--- src/xmii_tx_pkg.sv ---
// Shared types and constants for the xMII transmit port
package xmii_tx_pkg;

  // Interface standards
  typedef enum logic [1:0] {
    MODE_MII  = 2'b00,
    MODE_RMII = 2'b01,
    MODE_GMII = 2'b10,
    MODE_TBI  = 2'b11
  } tx_mode_e;

  // Launch state
  typedef enum logic {
    ST_IDLE = 1'b0,
    ST_SEND = 1'b1
  } tx_state_e;

  // One beat from the user: byte (GMII/MII/RMII) or 10-bit code group (TBI)
  typedef struct packed {
    logic [9:0] code;
    logic       err;
    logic       last;
  } tx_beat_s;

  localparam int BEAT_W = $bits(tx_beat_s);

  // Pin levels driven onto the transmit lines
  typedef struct packed {
    logic [7:0] lanes;
    logic       frame_valid;
    logic       error_flag;
  } tx_pins_s;

  // Timing
  localparam int SYS_PERIOD_NS  = 5;
  localparam int TXCLK_FREQ_MHZ = 25;
  localparam int TXCLK_PERIOD_NS = 1000 / TXCLK_FREQ_MHZ;
  localparam int GTX_FREQ_MHZ   = 125;
  localparam int GTX_PERIOD_NS  = 1000 / GTX_FREQ_MHZ;
  localparam int TXCLK_HALF_CYC = (TXCLK_PERIOD_NS / 2) / SYS_PERIOD_NS;
  localparam int GTX_HALF_RAW   = (GTX_PERIOD_NS / 2) / SYS_PERIOD_NS;
  localparam int GTX_HALF_CYC   = (GTX_HALF_RAW < 1) ? 1 : GTX_HALF_RAW;

  // Symbol index of the last symbol of a beat per mode
  localparam logic [1:0] LAST_IDX_MII  = 2'd1;
  localparam logic [1:0] LAST_IDX_RMII = 2'd3;
  localparam logic [1:0] LAST_IDX_WIDE = 2'd0;

  // Buffer
  localparam int BUF_DEPTH = 2;

  // Reset values
  localparam tx_pins_s PINS_IDLE = '0;

endpackage

--- src/tx_beat_buffer.sv ---
// Two-entry beat buffer with valid/ready on both sides
`timescale 1ns/1ps
module tx_beat_buffer #(
  parameter int WIDTH = 12
) (
  // Clock and reset
  input  wire logic             clk_sys,
  input  wire logic             srst,
  // Filling side
  input  wire logic             in_valid,
  output logic                  in_ready,
  input  wire logic [WIDTH-1:0] in_data,
  // Draining side
  output logic                  out_valid,
  input  wire logic             out_ready,
  output logic [WIDTH-1:0]      out_data
);

  logic [WIDTH-1:0] mem [2];
  logic             wr_ptr;
  logic             rd_ptr;
  logic [1:0]       count;
  logic [1:0]       next_count;
  logic             push;
  logic             pop;

  // Handshakes
  assign push       = in_valid && in_ready;
  assign pop        = out_valid && out_ready;
  assign next_count = count + {1'b0, push} - {1'b0, pop};
  assign out_data   = mem[rd_ptr];

  // Storage and pointers
  always_ff @(posedge clk_sys) begin
    if (srst) begin
      wr_ptr <= 1'b0;
      rd_ptr <= 1'b0;
      count  <= 2'h0;
    end else begin
      if (push) begin
        mem[wr_ptr] <= in_data;
        wr_ptr      <= ~wr_ptr;
      end
      if (pop) begin
        rd_ptr <= ~rd_ptr;
      end
      count <= next_count;
    end
  end

  // Registered flags
  always_ff @(posedge clk_sys) begin
    if (srst) begin
      in_ready  <= 1'b0;
      out_valid <= 1'b0;
    end else begin
      in_ready  <= (next_count != 2'd2);
      out_valid <= (next_count != 2'd0);
    end
  end
endmodule

--- src/xmii_transmit_port.sv ---
// Transmit side of one xMII port: buffering, serialising and pin timing
`timescale 1ns/1ps
//////////////////////////////////////////////////////////////////////////////
// Functional notes
// RL1: MII drives data only on lanes 3..0, upper lanes stay low.
// RL2: RMII drives data only on lanes 1..0.
// RL3: MII data launched on rising edge of the port transmit clock.
// RL4: RMII data and frame valid timed by rising reference clock edge.
// RL5: GMII and TBI data timed by rising edge of generated gigabit clock.
// RL6: Frame valid rises with the first preamble symbol of a packet.
// RL7: Frame valid held for the whole packet, dropped after final symbol. The code also drops it when the buffer runs empty before the last beat.
// RL8: In TBI the frame valid pin carries code-group bit 8.
// RL9: Transmit clock is 25 MHz: input as MAC, driven in PHY emulation.
// RL10: Error with frame valid in GMII/MII marks an invalid symbol.
// RL11: Between packets the data lanes rest low.
module xmii_transmit_port
  import xmii_tx_pkg::*;
(
  // Clock and reset
  input  wire logic                 clk_sys,
  input  wire logic                 srst,
  // Configuration
  input  wire xmii_tx_pkg::tx_mode_e mode,
  input  wire logic                 phy_emulation,
  // User beat stream
  input  wire logic                 beat_valid,
  output logic                      beat_ready,
  input  wire xmii_tx_pkg::tx_beat_s beat,
  // Link clocks
  input  wire logic                 port_tx_clock_in,
  output logic                      port_tx_clock_out,
  output logic                      port_tx_clock_oe,
  input  wire logic                 port_rmii_ref_clock,
  output logic                      port_gigabit_tx_clock,
  // Transmit pins
  output logic [7:0]                port_tx_lanes,
  output logic                      port_tx_frame_valid,
  output logic                      port_tx_error_flag
);
  import xmii_tx_pkg::*;

  //////////////////////////////////////////////////////////////////////////////
  // Declarations
  logic [1:0] sync1;
  logic [1:0] sync2;
  logic [1:0] sync3;
  logic [1:0] clk_level;
  logic       tick_txc_pin;
  logic       tick_ref;
  logic [2:0] txc_div;
  logic [2:0] gtx_div;
  logic       own_txc_rise;
  logic       gtx_rise;
  logic       tick_txc;
  logic       tick;
  logic       buf_valid;
  logic       buf_ready;
  tx_beat_s   buf_beat;
  tx_state_e  state;
  tx_state_e  next_state;
  tx_beat_s   cur;
  tx_beat_s   next_cur;
  logic [1:0] idx;
  logic [1:0] next_idx;
  logic [1:0] last_idx;
  logic       pop;
  logic       launch;
  tx_pins_s   next_pins;

  //////////////////////////////////////////////////////////////////////////////
  // Buffer in the data path
  tx_beat_buffer #(
    .WIDTH(BEAT_W)
  ) u_buffer (
    .clk_sys  (clk_sys),
    .srst     (srst),
    .in_valid (beat_valid),
    .in_ready (beat_ready),
    .in_data  (beat),
    .out_valid(buf_valid),
    .out_ready(buf_ready),
    .out_data (buf_beat)
  );

  //////////////////////////////////////////////////////////////////////////////
  // Three-flop sampling of the external link clocks
  always_ff @(posedge clk_sys) begin
    if (srst) begin
      sync1     <= 2'h0;
      sync2     <= 2'h0;
      sync3     <= 2'h0;
      clk_level <= 2'h0;
    end else begin
      sync1 <= {port_rmii_ref_clock, port_tx_clock_in};
      sync2 <= sync1;
      sync3 <= sync2;
      for (int i = 0; i < 2; i++) begin
        if (sync2[i] == sync3[i]) begin
          clk_level[i] <= sync3[i];
        end
      end
    end
  end

  // Rising edge accepted once second and third stage agree
  assign tick_txc_pin = (sync2[0] == sync3[0]) && sync3[0] && !clk_level[0];
  assign tick_ref     = (sync2[1] == sync3[1]) && sync3[1] && !clk_level[1];

  //////////////////////////////////////////////////////////////////////////////
  // Own 25 MHz transmit clock for PHY emulation
  always_ff @(posedge clk_sys) begin
    if (srst) begin
      txc_div           <= 3'h0;
      port_tx_clock_out <= 1'b0;
      port_tx_clock_oe  <= 1'b0;
    end else begin
      port_tx_clock_oe <= phy_emulation; // RL9
      if (!phy_emulation) begin
        txc_div           <= 3'h0;
        port_tx_clock_out <= 1'b0;
      end else if (txc_div == 3'(TXCLK_HALF_CYC - 1)) begin
        txc_div           <= 3'h0;
        port_tx_clock_out <= ~port_tx_clock_out; // RL9
      end else begin
        txc_div <= txc_div + 3'h1;
      end
    end
  end

  assign own_txc_rise = phy_emulation && !port_tx_clock_out &&
                        (txc_div == 3'(TXCLK_HALF_CYC - 1));

  // Generated gigabit clock, running only in GMII and TBI
  always_ff @(posedge clk_sys) begin
    if (srst) begin
      gtx_div               <= 3'h0;
      port_gigabit_tx_clock <= 1'b0;
    end else if (mode != MODE_GMII && mode != MODE_TBI) begin
      gtx_div               <= 3'h0;
      port_gigabit_tx_clock <= 1'b0;
    end else if (gtx_div == 3'(GTX_HALF_CYC - 1)) begin
      gtx_div               <= 3'h0;
      port_gigabit_tx_clock <= ~port_gigabit_tx_clock;
    end else begin
      gtx_div <= gtx_div + 3'h1;
    end
  end

  assign gtx_rise = (mode == MODE_GMII || mode == MODE_TBI) &&
                    !port_gigabit_tx_clock && (gtx_div == 3'(GTX_HALF_CYC - 1));

  // Launch edge per mode
  assign tick_txc = phy_emulation ? own_txc_rise : tick_txc_pin;
  always_comb begin
    unique case (mode)
      MODE_MII:  tick = tick_txc; // RL3
      MODE_RMII: tick = tick_ref; // RL4
      MODE_GMII: tick = gtx_rise; // RL5
      MODE_TBI:  tick = gtx_rise; // RL5
    endcase
  end

  //////////////////////////////////////////////////////////////////////////////
  // Symbol sequencing
  always_comb begin
    unique case (mode)
      MODE_MII:  last_idx = LAST_IDX_MII;
      MODE_RMII: last_idx = LAST_IDX_RMII;
      MODE_GMII: last_idx = LAST_IDX_WIDE;
      MODE_TBI:  last_idx = LAST_IDX_WIDE;
    endcase
  end

  always_comb begin
    next_state = state;
    next_cur   = cur;
    next_idx   = idx;
    pop        = 1'b0;
    unique case (state)
      ST_IDLE: begin
        if (buf_valid) begin
          pop        = 1'b1;
          next_cur   = buf_beat;
          next_idx   = 2'h0;
          next_state = ST_SEND; // RL6
        end
      end
      ST_SEND: begin
        if (idx != last_idx) begin
          next_idx = idx + 2'h1; // RL7
        end else if (!cur.last && buf_valid) begin
          pop      = 1'b1;
          next_cur = buf_beat;
          next_idx = 2'h0; // RL7
        end else begin
          next_state = ST_IDLE; // RL7
        end
      end
    endcase
  end

  assign buf_ready = tick && pop;
  assign launch    = tick && (next_state == ST_SEND);

  // Pin levels for the symbol about to be launched
  always_comb begin
    next_pins = PINS_IDLE; // RL11
    if (next_state == ST_SEND) begin
      unique case (mode)
        MODE_MII: begin
          next_pins.lanes[3:0] = next_idx[0] ? next_cur.code[7:4]
                                             : next_cur.code[3:0]; // RL1
          next_pins.frame_valid = 1'b1; // RL6
          next_pins.error_flag  = next_cur.err; // RL10
        end
        MODE_RMII: begin
          next_pins.lanes[1:0]  = next_cur.code[{next_idx, 1'b0} +: 2]; // RL2
          next_pins.frame_valid = 1'b1; // RL6
        end
        MODE_GMII: begin
          next_pins.lanes       = next_cur.code[7:0];
          next_pins.frame_valid = 1'b1; // RL6
          next_pins.error_flag  = next_cur.err; // RL10
        end
        MODE_TBI: begin
          next_pins.lanes       = next_cur.code[7:0];
          next_pins.frame_valid = next_cur.code[8]; // RL8
          next_pins.error_flag  = next_cur.code[9];
        end
      endcase
    end
  end

  // Sequencer state
  always_ff @(posedge clk_sys) begin
    if (srst) begin
      state <= ST_IDLE;
      cur   <= '0;
      idx   <= 2'h0;
    end else if (tick) begin
      state <= next_state;
      cur   <= next_cur;
      idx   <= next_idx;
    end
  end

  // Output pins, updated only on the launch edge
  always_ff @(posedge clk_sys) begin
    if (srst) begin
      port_tx_lanes       <= 8'h00;
      port_tx_frame_valid <= 1'b0;
      port_tx_error_flag  <= 1'b0;
    end else if (tick) begin
      port_tx_lanes       <= next_pins.lanes; // RL11
      port_tx_frame_valid <= next_pins.frame_valid; // RL7
      port_tx_error_flag  <= next_pins.error_flag;
    end
  end
endmodule

--- config.mk ---
export PLATFORM = sky130hd
export DESIGN_NAME = xmii_transmit_port
export DESIGN_NICKNAME = d
export VERILOG_FILES = /design/src/xmii_tx_pkg.sv /design/src/tx_beat_buffer.sv /design/src/xmii_transmit_port.sv
export SDC_FILE = /design/constraint.sdc
export NUM_CORES = 1
export LEC_CHECK = 0
export CAP_MARGIN = 10
export CORE_ASPECT_RATIO = 1.5
export CORE_MARGIN = 8
export CORE_UTILIZATION = 60
export CTS_CLUSTER_DIAMETER = 60
export CTS_CLUSTER_SIZE = 25
export DETAILED_ROUTE_END_ITERATION = 8
export DONT_BUFFER_PORTS = 1
export HOLD_SLACK_MARGIN = 0.08
export PLACE_DENSITY = 0.76
export REMOVE_ABC_BUFFERS = 1
export SLEW_MARGIN = 10
export SYNTH_ARGS = -nofsm -noshare
export SYNTH_HDL_FRONTEND = slang
export SYNTH_SLANG_ARGS = --single-unit
--- constraint.sdc ---
create_clock -name clk_sys -period 3.68 [get_ports clk_sys]
set_input_delay 0.184 -clock clk_sys [delete_from_list [all_inputs] [get_ports clk_sys]]
set_output_delay 0.184 -clock clk_sys [all_outputs]
set_load 0.005 [all_outputs]
Word level (Yosys, flattened, before mapping)
Memory sizes are Yosys's and may differ from the RTL's. A register that Yosys moved wholly into a read port is not among the register bits. Index checks and enable logic that the tools add are counted.

Flip-flop bits (word level): 48. Bits in writable memories: 24. Word-level logic and storage cells: 106. Memories kept: 1.

$add $sub $neg: 5. Eq/ne operators: 13. Shift operators: 1. Mux-type cells: 28. Bitwise gates (word level): 6. Reduce and logical (&&, ||, !) cells: 29.

Memories: u_buffer.mem (words 2, bits a word 12, read ports 1, clocked after memory_dff 1, wr ports 1, RTL line tx_beat_buffer.sv:19) `logic [WIDTH-1:0] mem [2];`.

Operator list (count): two-way mux 12 bit (3); one-hot mux 12 bit (2 select lines) (1); logical AND 1 bit (13); one-hot mux 3 bit (4 select lines) (1); two-way mux 1 bit (10); two-way mux 10 bit (1); indexed part select 10 x 4 -> 2 bit (1); two-way mux 4 bit (2); != test 2 bit, second input constant (4); one-hot mux 2 bit (2 select lines) (2); OR reduction 2 bit (4); adder 3 x 1 -> 3 bit, second input constant (2); two-way mux 2 bit (3); NOT 1 bit (6); one-hot mux 1 bit (2 select lines) (3); one-hot mux 2 bit (3 select lines) (1); OR reduction 3 bit (2); zero test 1 bit (5); == test 2 bit, second input constant (2); != test 2 x 1 -> 1 bit, second input constant (2); AND reduction 4 bit (1); == test 3 x 2 -> 1 bit, second input constant (1); zero test 3 bit (1); one-hot mux 1 bit (3 select lines) (1); other kinds (9) (10).

Depth between registers and ports, before layout
Depth in word-level cells: 10. Depth in mapped cells: 13. Mapped depth without buffers: 13.

By module
From an unflattened synthesis, not the netlist that was laid out.

Cells, all modules: 310. Area total of the unflattened synthesis: 3340.7 µm².

Modules (own cells, without submodules): xmii_transmit_port (times used 1, cells each 241, area an instance 2182.1 µm², seq. area each 840.8 µm²); tx_beat_buffer (times used 1, cells each 69, area an instance 1158.6 µm², seq. area each 860.8 µm²).

Least setup slack after synthesis
OpenSTA, ideal clock, no wires.

Kind: register to register. Start: register txc_div[0]. End: register u_buffer.out_valid. Setup time: 0.123 ns. Arrival time: 2.723 ns. Slack: 0.834 ns. Stages on the path, launching flop included: 14. Buffers on the path: 0. Cell sequence: dfxtp_1 ha_1 ha_1 and3b_1 nor4_1 or2_1 nor2_4 ha_1 inv_1 ha_1 xor2_1 xnor2_1 nor2_1 or2_2.

Cells in the longest elaborated chain, start to end: 8.

RTL lines: start, declared (RTL line xmii_transmit_port.sv:50) `logic [2:0] txc_div;`; start signal, assigned (RTL line xmii_transmit_port.sv:125) `txc_div <= txc_div + 3'h1;`; == test 3 x 2 -> 1 bit (RTL line xmii_transmit_port.sv:131) `(txc_div == 3'(TXCLK_HALF_CYC - 1));`; logical AND 1 bit (RTL line xmii_transmit_port.sv:130) `assign own_txc_rise = phy_emulation && !port_tx_clock_out &&`; two-way mux 1 bit (RTL line xmii_transmit_port.sv:153) `assign tick_txc = phy_emulation ? own_txc_rise : tick_txc_pin;`; one-hot mux 1 bit (3 select lines) (RTL line xmii_transmit_port.sv:155) `unique case (mode)`; logical AND 1 bit (RTL line xmii_transmit_port.sv:202) `assign buf_ready = tick && pop;`; logical AND 1 bit (RTL line tx_beat_buffer.sv:29) `assign pop = out_valid && out_ready;`; via u_buffer.pop (RTL line tx_beat_buffer.sv:25) `logic pop;`; subtractor 2 x 1 -> 2 bit (RTL line tx_beat_buffer.sv:30) `assign next_count = count + {1'b0, push} - {1'b0, pop};`; nonzero test 2 bit (RTL line tx_beat_buffer.sv:58) `out_valid <= (next_count != 2'd0);`; end signal, assigned (RTL line tx_beat_buffer.sv:58); end, declared (RTL line tx_beat_buffer.sv:14) `output logic out_valid,`.

The timed path passes the listed nets, and every way through them passes these cells. A chain may end at the register's enable or synchronous reset.

Final worst setup path
Ends and elaborated chain as after synthesis.

==> flow_summary_export.csv <==
group,metric,value,unit
place,dp_hpwl,4740,um
synthesis,synth_edf_count,24,
synthesis,ys.warnings.count,0,
clock_tree,cts_buffer_depth,2,
synthesis,ys_ff_latch,73,
final_layout,nFillCells,411,
timing,worst_pin_slew,666,ps
hold_path,hold_path_class,"input port to flip-flop",
synthesis,avgSynthCellArea,10.2,sq um
synthesis,synthTopCellsByArea,"dfxtp_1 30%, edfxtp_1 22%, a21oi_1 3.8%",
floorplan,row_count,33,
synthesis,seq_area_frac_synth,52.3,%
global_route,grt_pass1_vias,2499,
place,place.gp.congestion,0.954,
final_layout,layout.nets,363,
timing,hold_ws,110,ps
pwr,ir_worst_vdd,0.455,mV
worst_setup_path,crit_path_top_delay_cell,"nor4_1",
global_route,grt_pass1_wl,11900,um
clock_tree,cts_made_buffers,9,
synthesis,yosysTopAreaCellShare,30.1,%
routing,first_iter_violations,104,
synthesis,syn_inst,318,
pwr,power_density,605,nW/um^2
clock_tree,clk_pin_slew,80,ps
timing,fin_setup_tns,0,ps
status,status,"finished clean",
floorplan,ios,34,
place,dpl.cell_count,376,
routing,drt-total-wl,7070,um
worst_setup_path,crit_chain,"ha_1 > ha_1 > and3b_1 > nor4_1 > or2_1 > nor2_4 > ha_1 > inv_1 > ha_1 > xor2_1 > xnor2_1 > nor2_1 > or2_2",
timing,grt_setup_unrepaired,"false",
clock_tree,clock-root-buffer,"clkbuf_8",
timing,timing.fmax,317,MHz
timing,finalCriticalPeriod,3160,ps
routing,drc_errors,0,
global_route,track_usage,18.5,%
worst_setup_path,crit_fanout,9,
worst_setup_path,timing.rr.start,"txc_div[0]$_SDFF_PP0_",
synthesis,muxShareOfSynthArea,4.84,%
global_route,antenna_found_initial,0,
synthesis,synthArstFlopShare,0,%
worst_setup_path,worst_ep_arrival_time,3390,ps
synthesis,synth_area_leader_cell,"dfxtp_1",
worst_setup_path,r2r_cells,13,
place,io_buffers,0,
synthesis,synth_compound_area_share,15.6,%
pwr,p_leak,1.38,nW
routing,vias,2410,
worst_setup_path,reg2reg_setup_slack,520,ps
timing,slew_viol_final,0,
synthesis,synth_area,3260,sq um
synthesis,synth_flop_cell,"dfxtp_1",
final_layout,stdcell_count,410,
worst_setup_path,cp-start-kind,"flip-flop",
job,cap_violations,0,
clock_tree,cts_tree,"built",
synthesis,synthSimpleGateAreaFrac,18.6,%
floorplan,die-area,8090,sq um
hold_path,min_path_cells,3,
synthesis,synth_fa_ha_area_share,3.07,%
routing,ant_nets,0,
global_route,grt.overflow.total,0,
floorplan,initial_core_util,60.7,%
routing,routed_via_density,5.88,
clock_tree,clock_sinks,73,
place,dp_worst_setup_slack,561,ps
timing,hold_viol_final,0,
floorplan,fp.dieW,76.1,um
floorplan,core-area,5370,sq um
timing,clock_skew,10.9,ps
clock_tree,htreeDepth,3,
hold_path,hp-start,"beat_valid",
clock_tree,clk-insertion-delay-late,350,ps
worst_setup_path,critPathLaunch,"txc_div[0]$_SDFF_PP0_",
synthesis,synth_xor_area_share,1.84,%
routing,wl_per_cell,17.2,um
worst_setup_path,worstPathRequired,3910,ps
synthesis,synth_top_family_by_area,"simple AND/OR/NAND/NOR gates",
final_layout,synthToLayoutAreaGrowth,14.0,%
worst_setup_path,path_common_cell,"ha_1",
timing,maxSlewHeadroom,55.5,%
worst_setup_path,slowest_delay,530,ps
global_route,grt_max_degree,38,
routing,drtPass1Iterations,4,
floorplan,die_h,106,um
synthesis,yosysUniqueCellTypes,62,
worst_setup_path,end_kind,"flip-flop",
timing,finalCritPeriodShare,85.8,%
worst_setup_path,path_class,"flip-flop to flip-flop",
timing,setup_ws,524,ps
timing,setup_viol,0,
final_layout,antenna_cells,0,
final_layout,drive_gt1_share,11.5,%
final_layout,final_util,69.2,%
-- layout make-up --
| class | count | area, sq um | share of cell area [%] |
|---|---|---|---|
| multi-input combinational | 217 | 1430 | 38.6 |
| sequential | 73 | 1700 | 45.8 |
| inverter | 13 | 48.8 | 1.31 |
| clock inverter | 4 | 53.8 | 1.45 |
| tap | 70 | 87.6 | 2.36 |
| timing repair buffer | 21 | 213 | 5.73 |
| clock buffer | 12 | 176 | 4.75 |
-- what timing repair did --
item                                   in CTS  in global routing
gates resized for setup                     0                  0
setup buffers                               0                  0
endpoints found under the hold margin      66                  0
hold buffers                               18                  0
-- worst max-delay path: cells and delay by family (launching register included) --
kind / cells / cell delay, ps
DFF: 1 / 320
and+or+nand+nor: 6 / 1430
buffers and inverters: 1 / 60
xor gates and xnor gates: 2 / 340
adders and majority gates: 4 / 860
-- power breakdown --
part           leakage, nW  switching (W)  internal [W]  total (W)
clock                0.119       0.000299      0.000395   0.000694
sequential           0.618      0.0000954      0.000927    0.00102
combinational        0.644       0.000307      0.000221   0.000529
-- layout by cell type (no fill, tap or decap), types with 5 or more instances in the layout --
cell	count
inv_1	12
nand2_1	30
a211oi_1	7
nor2b_1	11
nand3_1	5
mux2_2	5
dlygate4sd3_1	17
o21ai_0	8
and3_1	5
nor3_1	10
ha_1	8
nand2b_1	5
o21ai_1	6
dfxtp_1	49
nor2_1	29
mux2i_1	9
edfxtp_1	24
clkbuf_8	11
a21oi_1	25
-- kinds of logic after synthesis --
family / count (synthesis)
simple gates: 115
compound gates: 73
flops: 73
buf+inv: 28
mux: 15
fa+ha+maj: 8
xor+xnor: 6
-- routing by layer --
layer	GRT usage [%]	share of wire [%]	vias to the layer above
met4	10.4	2.6	0
met1	19.4	38	1151
met3	4.65	5.4	16
met5	0	0	-
met2	32.9	54	76
li1	-	-	1167
-- through the flow --
stage	area (sq um)	total power, W
after global placement	3290	0.00152
after CTS	3710	0.00225
after detailed placement	3290	0.00153
final	3710	0.00224
after global routing	3710	0.00237
after floorplan	3180	0.00141
-- final timing paths --
check | endpoint
setup / recovery | u_buffer.out_valid$_SDFF_PP0_
hold / removal | u_buffer.wr_ptr$_SDFFE_PP0P_
setup reg to reg | u_buffer.out_valid$_SDFF_PP0_
hold reg to reg | sync2[0]$_SDFF_PP0_
-- sequential cells by signal, indices dropped and copies added (netlist names), named ones only --
signal	count
u_buffer.mem	24
cur	12
port_tx_lanes	8
gtx_div	3
txc_div	3
clk_level	2
idx	2
sync1	2
sync2	2
sync3	2
u_buffer.count	2
port_gigabit_tx_clock	1
port_tx_clock_oe	1
port_tx_clock_out	1
port_tx_error_flag	1
port_tx_frame_valid	1
state	1
u_buffer.in_ready	1
u_buffer.out_valid	1
u_buffer.rd_ptr	1
u_buffer.wr_ptr	1
-- synthesized netlist by cell type (2+ instances only) --
| master | n |
|---|---|
| dfxtp_1 | 49 |
| nand2_1 | 30 |
| nor2_1 | 29 |
| a21oi_1 | 25 |
| edfxtp_1 | 24 |
| inv_1 | 12 |
| nor2b_1 | 11 |
| nor3_1 | 10 |
| mux2i_1 | 9 |
| ha_1 | 8 |
| o21ai_0 | 8 |
| a211oi_1 | 7 |
| clkbuf_1 | 6 |
| o21ai_1 | 6 |
| and3_1 | 5 |
| buf_2 | 5 |
| mux2_2 | 5 |
| nand2b_1 | 5 |
| nand3_1 | 5 |
| a31oi_1 | 3 |
| o31ai_1 | 3 |
| xor2_1 | 3 |
| a21o_1 | 2 |
| a221oi_1 | 2 |
| a32oi_1 | 2 |
| and2_1 | 2 |
| buf_1 | 2 |
| nor2_4 | 2 |
| o211ai_1 | 2 |
| or3b_1 | 2 |
| or4_1 | 2 |
| xnor2_1 | 2 |
Note: power is estimated with default switching activity, not from simulation.
